File: src/design/sector_protect_defs.vh
// constants for the sector protection control block
`ifndef SECTOR_PROTECT_DEFS_VH
`define SECTOR_PROTECT_DEFS_VH
`define OP_WRITE_STATUS1 8'h01
`define OP_READ_PROTECT 8'h3c
`define OP_READ_STATUS 8'h05
`define LOCK_BIT_POS 7
`define GLOBAL_FIELD_HI 5
`define GLOBAL_FIELD_LO 2
`define GLOBAL_PROTECT_CODE 4'hf
`define GLOBAL_UNPROTECT_CODE 4'h0
`define SUMMARY_NONE 2'h0
`define SUMMARY_SOME 2'h1
`define SUMMARY_ALL 2'h3
`define PROTECT_RESET_VAL 1'h1
`define LOCK_RESET_VAL 1'h0
// index of the last of the three address bytes
`define ADDR_LAST_BYTE 2'h2
`endif

File: src/design/sector_protect_control.v
// serial command decode, global protect/unprotect, lock bit and protection read
`timescale 1ns/10ps
`include "sector_protect_defs.vh"
// Overview of operation
// - wp pin high with lock set: status write never changes protection bits
// - lock set with wp pin deasserted: status write may clear the lock bit
// - unlocked, writing 00h clears all protection bits, lock stays zero
// - unlocked, writing 7fh sets all protection bits, lock stays zero
// - unlocked, writing ffh sets all protection bits and sets lock
// - writing 0fh clears lock without global operation when wp deasserted
// - writing f0h sets lock leaving protection bits untouched
// - unlocked, bits 5..2 all ones protect all, all zeros unprotect, else none
// - bits 5..2 only decoded; only bit 7 stored; reads show wp and summary
// - read protection: opcode 3ch then three address bytes inside the sector
// - after address, serial out repeats ffh if protected, 00h if not
// - chip select release ends the read and floats serial out
// - protection read returns the stored bit only, never the wp pin
// - status shows whether all, some or none of sectors are protected
// - hardware lock when wp asserted and lock set ignores status writes
module sector_protect_control #(
  parameter SECTORS = 64,
  parameter SECT_BITS = 6,
  parameter ADDR_W = 24,
  parameter SECT_SHIFT = 16
) (
  // clock and reset
  input wire clk,
  input wire rstn,
  // serial bus pins, sampled through synchronisers
  input wire cs_n,
  input wire sck,
  input wire si,
  input wire wp_n,
  // serial out as output plus enable, enable low while driving
  output reg so_out,
  output reg so_oe_n,
  // write enable latch from the rest of the device
  input wire write_enable,
  // status view
  output reg lock_bit,
  output reg [1:0] soft_protect_summary,
  output reg [SECTORS-1:0] sector_protect,
  output reg [7:0] status_byte1
);
  localparam ST_OP = 3'h0;
  localparam ST_ADDR = 3'h1;
  localparam ST_DATA = 3'h2;
  localparam ST_READ = 3'h3;
  localparam ST_SREAD = 3'h4;
  // unknown opcodes and bytes past the first data byte wait here for release
  localparam ST_IGNORE = 3'h5;

  ////////////////////////////////////////////////////////////////////////////////
  // synchronise pins; select and wp are turned active high before the flops
  wire [3:0] pin_raw = {~wp_n, si, sck, ~cs_n};
  wire [3:0] pin_s;
  wire cs_s = pin_s[0];
  wire sck_s = pin_s[1];
  wire si_s = pin_s[2];
  wire wp_s = pin_s[3];
  genvar gi;
  generate
    for (gi = 0; gi < 4; gi = gi + 1) begin : g_sync
      sync2 u_sync (
        .clk(clk),
        .rstn(rstn),
        .d(pin_raw[gi]),
        .q(pin_s[gi])
      );
    end
  endgenerate

  // reset low matches the idle level of sck, so no false edge follows reset
  reg sck_d_r;
  always @(posedge clk or negedge rstn) begin
    if (!rstn) begin
      sck_d_r <= 1'b0;
    end else begin
      sck_d_r <= sck_s;
    end
  end
  // sck is slow against clk, so edges are found on the synchronised copy
  wire rise = cs_s & sck_s & ~sck_d_r;
  wire fall = cs_s & ~sck_s & sck_d_r;

  ////////////////////////////////////////////////////////////////////////////////
  // summary decode, used for the output and for the status byte
  function [1:0] summarise;
    input [SECTORS-1:0] p;
    begin
      if (&p) begin
        summarise = `SUMMARY_ALL;
      end else if (|p) begin
        summarise = `SUMMARY_SOME;
      end else begin
        summarise = `SUMMARY_NONE;
      end
    end
  endfunction

  ////////////////////////////////////////////////////////////////////////////////
  // shift engine and command state
  reg [2:0] state_r;
  reg [2:0] bit_cnt_r;
  reg [7:0] shift_r;
  reg [7:0] opcode_r;
  reg [1:0] addr_cnt_r;
  reg [ADDR_W-1:0] addr_r;
  reg [7:0] wdata_r;
  reg wdata_full_r;
  reg cs_d_r;
  reg [7:0] out_byte_r;
  reg [2:0] out_idx_r;

  // shift in at the lsb so the first bit ends up at bit 7
  wire [7:0] byte_in = {shift_r[6:0], si_s};
  wire byte_done = rise & (bit_cnt_r == 3'h7);
  // release is seen two clk late, after the last sck edge has been taken
  wire cs_end = cs_d_r & ~cs_s;
  // hardware lock needs both the pin asserted and the lock bit set
  wire hw_locked = wp_s & lock_bit;
  // sector number from the address; the bits below it select nothing
  wire [SECT_BITS-1:0] sect_idx = addr_r[SECT_SHIFT +: SECT_BITS];
  wire [3:0] gfield = wdata_r[`GLOBAL_FIELD_HI:`GLOBAL_FIELD_LO];
  wire wlock = wdata_r[`LOCK_BIT_POS];

  always @(posedge clk or negedge rstn) begin
    if (!rstn) begin
      state_r <= ST_OP;
      bit_cnt_r <= 3'h0;
      shift_r <= 8'h00;
      opcode_r <= 8'h00;
      addr_cnt_r <= 2'h0;
      addr_r <= {ADDR_W{1'b0}};
      wdata_r <= 8'h00;
      wdata_full_r <= 1'b0;
      cs_d_r <= 1'b0;
    end else begin
      cs_d_r <= cs_s;
      if (!cs_s) begin
        state_r <= ST_OP;
        bit_cnt_r <= 3'h0;
        addr_cnt_r <= 2'h0;
        // the flag outlives release by one cycle so the commit still sees it
        if (!cs_d_r) begin
          wdata_full_r <= 1'b0;
        end
      end else if (rise) begin
        // si is taken on the sck rise, msb first
        bit_cnt_r <= bit_cnt_r + 3'h1;
        shift_r <= byte_in;
        if (byte_done) begin
          case (state_r)
            ST_OP: begin
              opcode_r <= byte_in;
              if (byte_in == `OP_READ_PROTECT) begin
                state_r <= ST_ADDR;
              end else if (byte_in == `OP_WRITE_STATUS1) begin
                state_r <= ST_DATA;
              end else if (byte_in == `OP_READ_STATUS) begin
                state_r <= ST_SREAD;
              end else begin
                state_r <= ST_IGNORE;
              end
            end
            ST_ADDR: begin
              addr_r <= {addr_r[ADDR_W-9:0], byte_in};
              addr_cnt_r <= addr_cnt_r + 2'h1;
              if (addr_cnt_r == `ADDR_LAST_BYTE) begin
                state_r <= ST_READ;
              end
            end
            // keep the first full byte only
            ST_DATA: begin
              wdata_r <= byte_in;
              wdata_full_r <= 1'b1;
              state_r <= ST_IGNORE;
            end
            // read and ignore states hold until release
            default: begin
              state_r <= state_r;
            end
          endcase
        end
      end
    end
  end

  ////////////////////////////////////////////////////////////////////////////////
  // status write decision, applied once at chip select release
  wire wr_commit = cs_end & wdata_full_r & (opcode_r == `OP_WRITE_STATUS1) & write_enable;
  reg lock_nxt;
  reg set_all_nxt;
  reg clr_all_nxt;

  always @* begin
    lock_nxt = lock_bit;
    set_all_nxt = 1'b0;
    clr_all_nxt = 1'b0;
    if (wr_commit) begin
      if (hw_locked) begin
        lock_nxt = lock_bit;
      end else if (lock_bit) begin
        lock_nxt = wlock;
      end else begin
        // lock set with or without global
        lock_nxt = wlock;
        set_all_nxt = (gfield == `GLOBAL_PROTECT_CODE);
        clr_all_nxt = (gfield == `GLOBAL_UNPROTECT_CODE);
      end
    end
  end

  ////////////////////////////////////////////////////////////////////////////////
  // protection bits and lock bit
  // the old lock value decides, so clearing it never also allows a global operation
  always @(posedge clk or negedge rstn) begin
    if (!rstn) begin
      sector_protect <= {SECTORS{`PROTECT_RESET_VAL}};
      lock_bit <= `LOCK_RESET_VAL;
    end else begin
      lock_bit <= lock_nxt;
      if (set_all_nxt) begin
        sector_protect <= {SECTORS{1'b1}};
      end else if (clr_all_nxt) begin
        sector_protect <= {SECTORS{1'b0}};
      end
    end
  end

  ////////////////////////////////////////////////////////////////////////////////
  // serial out; changes on the falling sck edge
  // a sector change during a read shows from the next byte boundary on
  wire [7:0] prot_byte = sector_protect[sect_idx] ? 8'hff : 8'h00;
  // bits 4..2 read back as wp pin and summary, not written data
  wire [7:0] stat_now = {lock_bit, 1'b0, 1'b0, wp_s, summarise(sector_protect), 2'h0};
  // in a protection read the source byte holds the stored bit only
  wire [7:0] src_byte = (state_r == ST_READ) ? prot_byte : stat_now;
  wire out_phase = (state_r == ST_READ) || (state_r == ST_SREAD);
  reg so_out_nxt;
  reg so_oe_n_nxt;
  reg [7:0] out_byte_nxt;
  reg [2:0] out_idx_nxt;

  always @* begin
    so_out_nxt = so_out;
    so_oe_n_nxt = so_oe_n;
    out_byte_nxt = out_byte_r;
    out_idx_nxt = out_idx_r;
    if (!cs_s) begin
      so_out_nxt = 1'b0;
      so_oe_n_nxt = 1'b1;
      out_idx_nxt = 3'h7;
    end else if (fall && out_phase) begin
      so_oe_n_nxt = 1'b0;
      out_idx_nxt = out_idx_r - 3'h1;
      if (out_idx_r == 3'h7) begin
        // byte reloads each time, so it repeats
        out_byte_nxt = src_byte;
        so_out_nxt = src_byte[7];
      end else begin
        so_out_nxt = out_byte_r[out_idx_r];
      end
    end
  end

  // registered so the pin never glitches with the decode
  always @(posedge clk or negedge rstn) begin
    if (!rstn) begin
      so_out <= 1'b0;
      so_oe_n <= 1'b1;
      out_byte_r <= 8'h00;
      out_idx_r <= 3'h7;
    end else begin
      so_out <= so_out_nxt;
      so_oe_n <= so_oe_n_nxt;
      out_byte_r <= out_byte_nxt;
      out_idx_r <= out_idx_nxt;
    end
  end

  ////////////////////////////////////////////////////////////////////////////////
  // status outputs
  // bits 6, 5, 1 and 0 of the status byte read zero in this block
  always @(posedge clk or negedge rstn) begin
    if (!rstn) begin
      soft_protect_summary <= `SUMMARY_NONE;
      status_byte1 <= 8'h00;
    end else begin
      soft_protect_summary <= summarise(sector_protect);
      status_byte1 <= stat_now;
    end
  end
endmodule

File: src/design/sync2.v
// two flip-flop synchroniser for one level
`timescale 1ns/10ps
module sync2 (
  // clock and reset
  input wire clk,
  input wire rstn,
  // level in and out
  input wire d,
  output reg q
);
  reg meta_r;

  always @(posedge clk or negedge rstn) begin
    if (!rstn) begin
      meta_r <= 1'b0;
      q <= 1'b0;
    end else begin
      meta_r <= d;
      q <= meta_r;
    end
  end
endmodule

File: config.mk
export PLATFORM = sky130hd
export DESIGN_NAME = sector_protect_control
export DESIGN_NICKNAME = d
export VERILOG_FILES = /design/src/design/sector_protect_control.v /design/src/design/sync2.v
export VERILOG_INCLUDE_DIRS = /design/src /design/src/design
export SDC_FILE = /design/constraint.sdc
export NUM_CORES = 1
export LEC_CHECK = 0
export ABC_AREA = 1
export BUFFER_PORTS_ARGS = -buffer_cell sky130_fd_sc_hd__buf_2
export CORE_MARGIN = 3
export CORE_UTILIZATION = 52
export DETAILED_ROUTE_END_ITERATION = 12
export MAX_ROUTING_LAYER = met4
export PLACE_DENSITY = 0.79
export SYNTH_ARGS = -nofsm -noshare
export SYNTH_HDL_FRONTEND = slang
export SYNTH_SLANG_ARGS = --single-unit
File: constraint.sdc
create_clock -name clk -period 1.8 [get_ports clk]
set_input_delay 0.18 -clock clk [delete_from_list [all_inputs] [get_ports clk]]
set_output_delay 0.18 -clock clk [all_outputs]
set_load 0.02 [all_outputs]
==> summary.md, run 1 <==
| Metric | Value |
|---|---|
| Outcome | finished clean |
| Placeable Area | 0.005540 sq mm |
| Clk pin slew, worst setup/hold paths | 0.09 ns |
| Number of hold violations in the final report | 0 |
| Depth of the most critical reg-to-reg path | 7 |
| Total via count after detailed routing | 2,049 |
| Inserted Clock Buffers | 5 |
| Area of the mapped netlist | 0.002994 sq mm |
| Count of nets left with antenna violations after detail routing | 0 |
| Yosys top cell area share | 40.12% |
| First-pass iteration count of the detailed router | 4 |
| Global-route congestion overflow total | 0 |
| Gp weighted congestion | 0.8174 |
| Fraction of synthesis flops using an asynchronous set or reset pin | 100.0% |
| Sequential element share of the synthesized area | 44.50% |
| Crit Reg-Reg Startpoint | bit_cnt_r[0] |
| TNS Setup | 0 ns |
| Fraction of final layout cells with drive strength greater than 1 | 33.51% |
| Mean number of vias per cell | 4.604 |
| Number of distinct library cells after synthesis | 29 |
| Max-slew violation count | 0 |
| Initial Utilization | 54.04% |
| Die Area | 0.006704 sq mm |
| Number of buffers added on ports | 79 |
| Wire per inst | 10.64 um |
| Critical setup path kind | flop to output port |
| Worst Hold Path EP | sector_protect[62] |
| Headroom to the max-slew limit | 66.50% |
| Buffer count from post-CTS setup fixing | 0 |
| Max-cap violations | 0 |
| Layout overhead on the synthesized area | 5.015% |
| Reported leakage power | 1.837 nW |
| Delay of the slowest cell on the worst path | 0.59 ns |
| Register bit count reported by yosys | 53 |
| Mean instance size in the synthesized netlist | 8.604 sq um |
| Clock tree from TritonCTS | yes |
| Category of cells accounting for the largest share of critical-path delay | flip-flops |
| Boundary Pins | 84 |
| Synth Instances | 348 |
| Areal power density over the cells | 765.5 mW/mm^2 |
| Number of failing setup endpoints in the final timing report | 0 |
| Most used standard cell by instance count after synthesis | sky130_fd_sc_hd__nand2_1 |
| Hpwl dp | 3.644 mm |
| Predominant post-synthesis flop cell | sky130_fd_sc_hd__dfrtp_1 |
| Maximum fanout along the worst path | 65 |
| CP cell instances | buf_12, buf_2 |
| Fmax | 0.6719 GHz |
| Number of DRC violations after detailed-routing iteration 0 | 132 |
| Worst IR Drop VDD | 0.0005571 V |
| Endpoint class of the critical path | output port |
| Post-route cell area | 0.003144 sq mm |
| RSZ-0062 raised after global routing | no |
| Worst reg2reg setup slack | 0.32 ns |
| Data required time at the worst endpoint | 1.62 ns |
| Final setup skew | 0.007813 ns |
| Clk Tree Root Cell | sky130_fd_sc_hd__clkbuf_8 |
| Clock Tree Buf Depth | 2 |
| Beginning of the worst hold path | write_enable |
| Number of buffer and inverter instances along the worst setup path | 2 |
| Cell taking the most area after synthesis | sky130_fd_sc_hd__dfrtp_1 |
| Startpoint type of the worst setup path | flop |
| Area post-placement | 0.002974 sq mm |
| Worst hold path depth | 5 |
| Sinks on the clock net | 53 |
| Pin count of the biggest net entering global routing | 66 |
| Net total in the final layout | 384 |
| Yosys warnings | 0 |
| Post-layout min period | 1.488 ns |
| Hold WC Path Type | input port to flop |
| Post-synth EDFFs | 0 |
| R2R Path End | opcode_r[4] |
| Total DRC errors in the routed layout | 0 |
| Data arrival time of the critical path | 1.31 ns |
| Total detailed-routing wirelength | 4.735 mm |
| Least-Margin Pin Slew | 0.4986 ns |
| Width of the chip | 81.88 um |
| Slowest library cell on the worst path | sky130_fd_sc_hd__dfstp_2 |
| Top cells by area, synth | sky130_fd_sc_hd__dfrtp_1 40%, sky130_fd_sc_hd__buf_4 18%, sky130_fd_sc_hd__nand2_1 11% |
| Number of standard-cell rows in the floorplan | 27 |
| Part of the cycle the worst path needs | 82.68% |
| Inserted Diodes | 0 |
| Antenna violations before repair | 0 |
| Via count of the first global-routing pass | 1,812 |
| Overall routing resource usage | 15.91% |
| Global-route wire length before repair | 7.921 mm |
| Clock Latency Late Sink | 0.30 ns |
| Die height | 81.88 um |
| Number of fill cells | 505 |
| Most used standard cells in the synthesized netlist | 84 x sky130_fd_sc_hd__nand2_1, 70 x sky130_fd_sc_hd__buf_4, 48 x sky130_fd_sc_hd__dfrtp_1 |
| H-tree level count | 2 |
| Worst Setup SP | sector_protect[62] |
-- final cells by class --
type	count	area, sq um	share of cell area, %
inverter	34	127.6	4.059
clock inverter	2	37.54	1.194
multi-input combinational	189	978.4	31.12
timing repair buffer	89	495.5	15.76
tap	72	90.09	2.865
clock buffer	6	82.58	2.626
sequential	53	1333	42.38
-- metrics by stage --
| stage | total power [mW] | setup slack [ns] | hold slack (ns) | cells | utilization (%) |
|---|---|---|---|---|---|
| after floorplan | 1.517 | 0.1356 | -0.1156 | 351 | - |
| after detailed placement | 1.602 | 0.3254 | 0.08788 | 432 | 53.68 |
| after global placement | 1.589 | 0.3862 | 0.08209 | 432 | 53.68 |
| final | 2.407 | 0.3118 | 0.2348 | 445 | 56.75 |
| after global routing | 2.540 | 0.1893 | 0.2734 | 445 | 56.75 |
| after CTS | 2.436 | 0.2882 | 0.2311 | 445 | 56.75 |
-- cell families after synthesis --
kind of cell,after synthesis,synth area share (%)
simple gates,148,23.19
flops,53,44.50
other cells,1,0.1252
fa+ha+maj,5,2.089
buf+inv,109,23.19
compound gates,32,6.895
-- worst max path at each step --
stage	cells after the start	slack, ns	end
detailed placement	7	0.33	opcode_r[4]
global placement	7	0.39	opcode_r[7]
floorplan	4	0.14	so_out
finish	2	0.31	sector_protect[56]
CTS	2	0.29	sector_protect[23]
global route	7	0.19	opcode_r[7]
-- power by group --
group	switching [mW]	internal, mW	total, mW
registers	0.0564	1.26	1.32
logic	0.178	0.0919	0.269
clock network	0.370	0.452	0.822
-- metal layers --
layer	vias up	global-route usage [%]	wire length, um
li1	1053	-	-
met1	908	19.07	2108
met2	82	26.09	2117
met3	6	3.289	420
met4	0	6.645	89
met5	-	-	0
-- sequential cells by signal, indices dropped and copies added (netlist names) --
name and flops:
out_byte_r 4, out_idx_r 3, addr_cnt_r 2, sck_d_r 1, bit_cnt_r 3, lock_bit 1
g_sync.u_sync.meta_r 4, cs_d_r 1, wdata_full_r 1, so_out 1, status_byte1 2, shift_r 7
wdata_r 5, state_r 3, opcode_r 8, so_oe_n 1, sector_protect 1, soft_protect_summary 1
g_sync.u_sync.q 4
-- tightest hold or removal path, stage by stage --
cell and delay [ns]:
sky130_fd_sc_hd__buf_2 0.10, sky130_fd_sc_hd__nand2_1 0.05, sky130_fd_sc_hd__nor3_1 0.08, sky130_fd_sc_hd__nand3_1 0.09, sky130_fd_sc_hd__nand2_1 0.05
-- cells in the final DEF, fill, tap and decap left out --
master,Yosys,layout
sky130_fd_sc_hd__buf_4,70,4
sky130_fd_sc_hd__nand2_2,4,4
sky130_fd_sc_hd__o21ai_1,1,1
sky130_fd_sc_hd__inv_2,2,2
sky130_fd_sc_hd__buf_2,0,79
sky130_fd_sc_hd__a31oi_1,1,1
sky130_fd_sc_hd__nor2_8,1,1
sky130_fd_sc_hd__nand3_4,2,2
sky130_fd_sc_hd__conb_1,1,4
sky130_fd_sc_hd__nand3b_1,1,1
sky130_fd_sc_hd__clkinvlp_4,0,1
sky130_fd_sc_hd__a21oi_1,3,3
sky130_fd_sc_hd__a22o_1,2,2
sky130_fd_sc_hd__nor2_4,3,3
sky130_fd_sc_hd__ha_1,5,5
sky130_fd_sc_hd__nand4_1,1,1
sky130_fd_sc_hd__dfrtp_1,48,48
sky130_fd_sc_hd__or2_2,2,2
sky130_fd_sc_hd__dlygate4sd3_1,0,5
sky130_fd_sc_hd__nand2_1,84,84
sky130_fd_sc_hd__nor2_2,1,1
sky130_fd_sc_hd__nor2_1,24,24
sky130_fd_sc_hd__bufinv_16,0,1
sky130_fd_sc_hd__o21ai_0,15,15
sky130_fd_sc_hd__inv_1,32,32
sky130_fd_sc_hd__nand3_2,1,1
sky130_fd_sc_hd__nor3_1,2,2
sky130_fd_sc_hd__clkbuf_8,0,6
sky130_fd_sc_hd__nand3_1,20,20
sky130_fd_sc_hd__o21ai_2,10,10
sky130_fd_sc_hd__dfstp_2,5,5
sky130_fd_sc_hd__buf_12,0,1
sky130_fd_sc_hd__nand2_4,2,2
-- timing repair --
| action | CTS | global route |
|---|---|---|
| endpoints found under the hold margin | 11 | 0 |
| resized for setup | 0 | 0 |
| endpoints found under the setup margin | 0 | 0 |
| hold buffers | 5 | 0 |
(Power assumes the default switching activity.)
==> run 2, diff against run 1 <==
--- a/config.mk
+++ b/config.mk
@@ -9,10 +9,10 @@
 export ABC_AREA = 1
 export BUFFER_PORTS_ARGS = -buffer_cell sky130_fd_sc_hd__buf_2
 export CORE_MARGIN = 3
-export CORE_UTILIZATION = 52
+export CORE_UTILIZATION = 47
 export DETAILED_ROUTE_END_ITERATION = 12
 export MAX_ROUTING_LAYER = met4
-export PLACE_DENSITY = 0.79
+export PLACE_DENSITY = 0.75
 export SYNTH_ARGS = -nofsm -noshare
 export SYNTH_HDL_FRONTEND = slang
 export SYNTH_SLANG_ARGS = --single-unit
==> constraint.sdc (replaced) <==
create_clock -name clk -period 1.3 [get_ports clk]
set_input_delay 0.13 -clock clk [delete_from_list [all_inputs] [get_ports clk]]
set_output_delay 0.13 -clock clk [all_outputs]
set_load 0.02 [all_outputs]
==> run 2 against run 1 <==
The run now ends with setup timing left. Critical path depth stayed put. Non-clock buffer count is 19 higher. Via count is 9.3% higher. Utilization is 3.4 points higher. Routed wire length is 16% higher. First-iteration DRC count is 5.3% higher. Hold slack better by 0.031 ns. Sequential share of layout area is 5.6 points lower. Clock power is 40% higher. Register-to-register slack worse by 0.35 ns. Die area is 9.8% higher. Critical path type unchanged. Highest routed layer unchanged.
==> summary.md, run 2 (synthesis gave the netlist of run 1 again) <==
| Metric | Value |
|---|---|
| Most frequent cells in the layout | 74 x sky130_fd_sc_hd__nand2_1, 68 x sky130_fd_sc_hd__buf_4, 45 x sky130_fd_sc_hd__dfrtp_1 |
| Total via count after detailed routing | 2,240 |
| Largest registers ranked by flip-flop count | opcode_r (8), shift_r (7), wdata_r (5) |
| Number of hold violations in the final report | 0 |
| TNS Setup | -8.494 ns |
| RSZ-0062 raised after global routing | yes |
| Global-route congestion overflow total | 0 |
| Clk Tree Root Cell | sky130_fd_sc_hd__clkbuf_8 |
| Clock tree from TritonCTS | yes |
| Failing checks | setup timing |
| Pin count of the biggest net entering global routing | 41 |
| Clock network power share | 33.7% |
| H-tree level count | 2 |
| Clock Latency Late Sink | 0.31 ns |
| Internal power of the cells | 2.541 mW |
| Hold_ws | 0.2660 ns |
| Net total in the final layout | 405 |
| Critical setup path kind | flop to output port |
| Data required time at the worst endpoint | 1.17 ns |
| Category of cells accounting for the largest share of critical-path delay | flip-flops |
| Flop pwr share | 53.4% |
| Number of DRC violations after detailed-routing iteration 0 | 139 |
| Reported leakage power | 1.938 nW |
| Gp weighted congestion | 0.8508 |
| Register ranked first by flip-flop count | opcode_r |
| Antenna violations before repair | 0 |
| Worst reg2reg setup slack | -0.03 ns |
| Most common cell after layout, fill and taps aside | sky130_fd_sc_hd__nand2_1 |
| Data arrival time of the critical path | 1.32 ns |
| Count of placed standard cells including taps | 448 |
| Post-layout min period | 1.453 ns |
| Switching part of the total | 25.44% |
| Number of standard-cell rows in the floorplan | 28 |
| Areal power density over the cells | 935.0 mW/mm^2 |
| Final instance count without filler cells | 469 |
| Max-cap violations | 0 |
| Max-slew violation count | 0 |
| Delay of the slowest cell on the worst path | 0.69 ns |
| Boundary Pins | 84 |
| Mean number of vias per cell | 4.776 |
| Overall routing resource usage | 15.23% |
| Post-route cell area | 0.003645 sq mm |
| Startpoint type of the worst setup path | flop |
| Inserted Diodes | 0 |
| First-pass iteration count of the detailed router | 4 |
| Hold WC Path Type | input port to async pin |
| Relative contribution of combinational cells to total power | 12.9% |
| Setup Slack @ Placement | -0.05372 ns |
| Fmax | 0.6883 GHz |
| Layout overhead on the synthesized area | 21.73% |
| Die height | 85.82 um |
| Worst IR Drop VDD | 0.0008048 V |
| Maximum fanout along the worst path | 20 |
| Width of the chip | 85.82 um |
| Part of the cycle the worst path needs | 111.8% |
| Hpwl dp | 3.772 mm |
| End-of-flow core utilization | 60.14% |
| Initial Utilization | 49.40% |
| Clock Tree Buf Depth | 2 |
| Clk pin slew, worst setup/hold paths | 0.09 ns |
| Wire per inst | 11.73 um |
| Via count of the first global-routing pass | 1,959 |
| Post-route worst setup slack | -0.1528 ns |
| Number of buffers added on ports | 79 |
| Slowest library cell on the worst path | sky130_fd_sc_hd__dfstp_4 |
| Area post-placement | 0.003122 sq mm |
| Endpoint class of the critical path | output port |
| Max reg flops | 8 |
| Power dissipated by switching net loads | 0.8670 mW |
| Inserted Clock Buffers | 5 |
| Placeable Area | 0.006061 sq mm |
| Number of failing setup endpoints in the final timing report | 72 |
| Total detailed-routing wirelength | 5.502 mm |
| Post-route total power | 3.408 mW |
| Die Area | 0.007364 sq mm |
| CP cell instances | buf_12, buf_2 |
| Outcome | finished, violations left |
| Sinks on the clock net | 53 |
| Count of nets left with antenna violations after detail routing | 0 |
| Final setup skew | 0.01648 ns |
| Global-route wire length before repair | 8.735 mm |
| Total DRC errors in the routed layout | 0 |
| Number of buffer and inverter instances along the worst setup path | 2 |
| Fraction of final layout cells with drive strength greater than 1 | 44.42% |
==> run 2: cell types whose count changed in the layout (fill, tap and decap cells not counted), moves of 4 or more <==
cell / delta
sky130_fd_sc_hd__nand3_2: +4
sky130_fd_sc_hd__buf_4: +64
sky130_fd_sc_hd__nand2_2: +9
sky130_fd_sc_hd__inv_1: -5
sky130_fd_sc_hd__nor2_1: -4
sky130_fd_sc_hd__buf_2: -56
sky130_fd_sc_hd__buf_6: +8
sky130_fd_sc_hd__nand3_1: -4
sky130_fd_sc_hd__nand2_1: -10
==> run 2: worst paths after layout <==
| path | from | end | depth (start not counted) |
|---|---|---|---|
| setup / recovery | sector_protect[62] | sector_protect[25] | 2 |
| hold / removal | rstn | g_sync[2].u_sync.meta_r | 2 |
| setup reg to reg | bit_cnt_r[0] | opcode_r[1] | 7 |
| hold reg to reg | g_sync[3].u_sync.meta_r | g_sync[3].u_sync.q | 0 |
| max in group asynchronous | rstn | sector_protect[62] | 3 |
| min in group clk | write_enable | sector_protect[62] | 6 |
==> run 2: cell type report <==
class | count | area, sq um
fill | 488 | 2416
sequential | 53 | 1340
multi-input combinational | 191 | 1111
timing repair buffer | 108 | 850.8
clock buffer | 7 | 86.33
tap | 75 | 93.84
clock inverter | 1 | 30.03
inverter | 34 | 132.6
==> run 2: per-layer routing <==
| metal | vias up | part of all wire (%) | GRT usage [%] |
|---|---|---|---|
| met4 | 0 | 1.5 | 5.612 |
| met2 | 95 | 50 | 25.85 |
| met5 | - | 0 | - |
| li1 | 1104 | - | - |
| met3 | 7 | 8.1 | 2.978 |
| met1 | 1034 | 40 | 17.94 |
==> run 2: timing repair <==
| item | CTS | global route |
|---|---|---|
| endpoints found under the hold margin | 19 | 0 |
| resized for setup | 34 | 64 |
| gates cloned | 1 | 3 |
| endpoints found under the setup margin | 77 | 92 |
| hold buffers | 5 | 0 |
| setup buffers | 3 | 1 |
| pin swaps | 1 | 5 |
==> run 2: power groups by stage <==
stage	combinational [mW]	sequential, mW	clock, mW
after floorplan	0.271	1.83	0
after global placement	0.399	1.85	0
after detailed placement	0.411	1.85	0
after CTS	0.436	1.82	1.18
after global routing	0.520	1.83	1.25
final	0.439	1.82	1.15
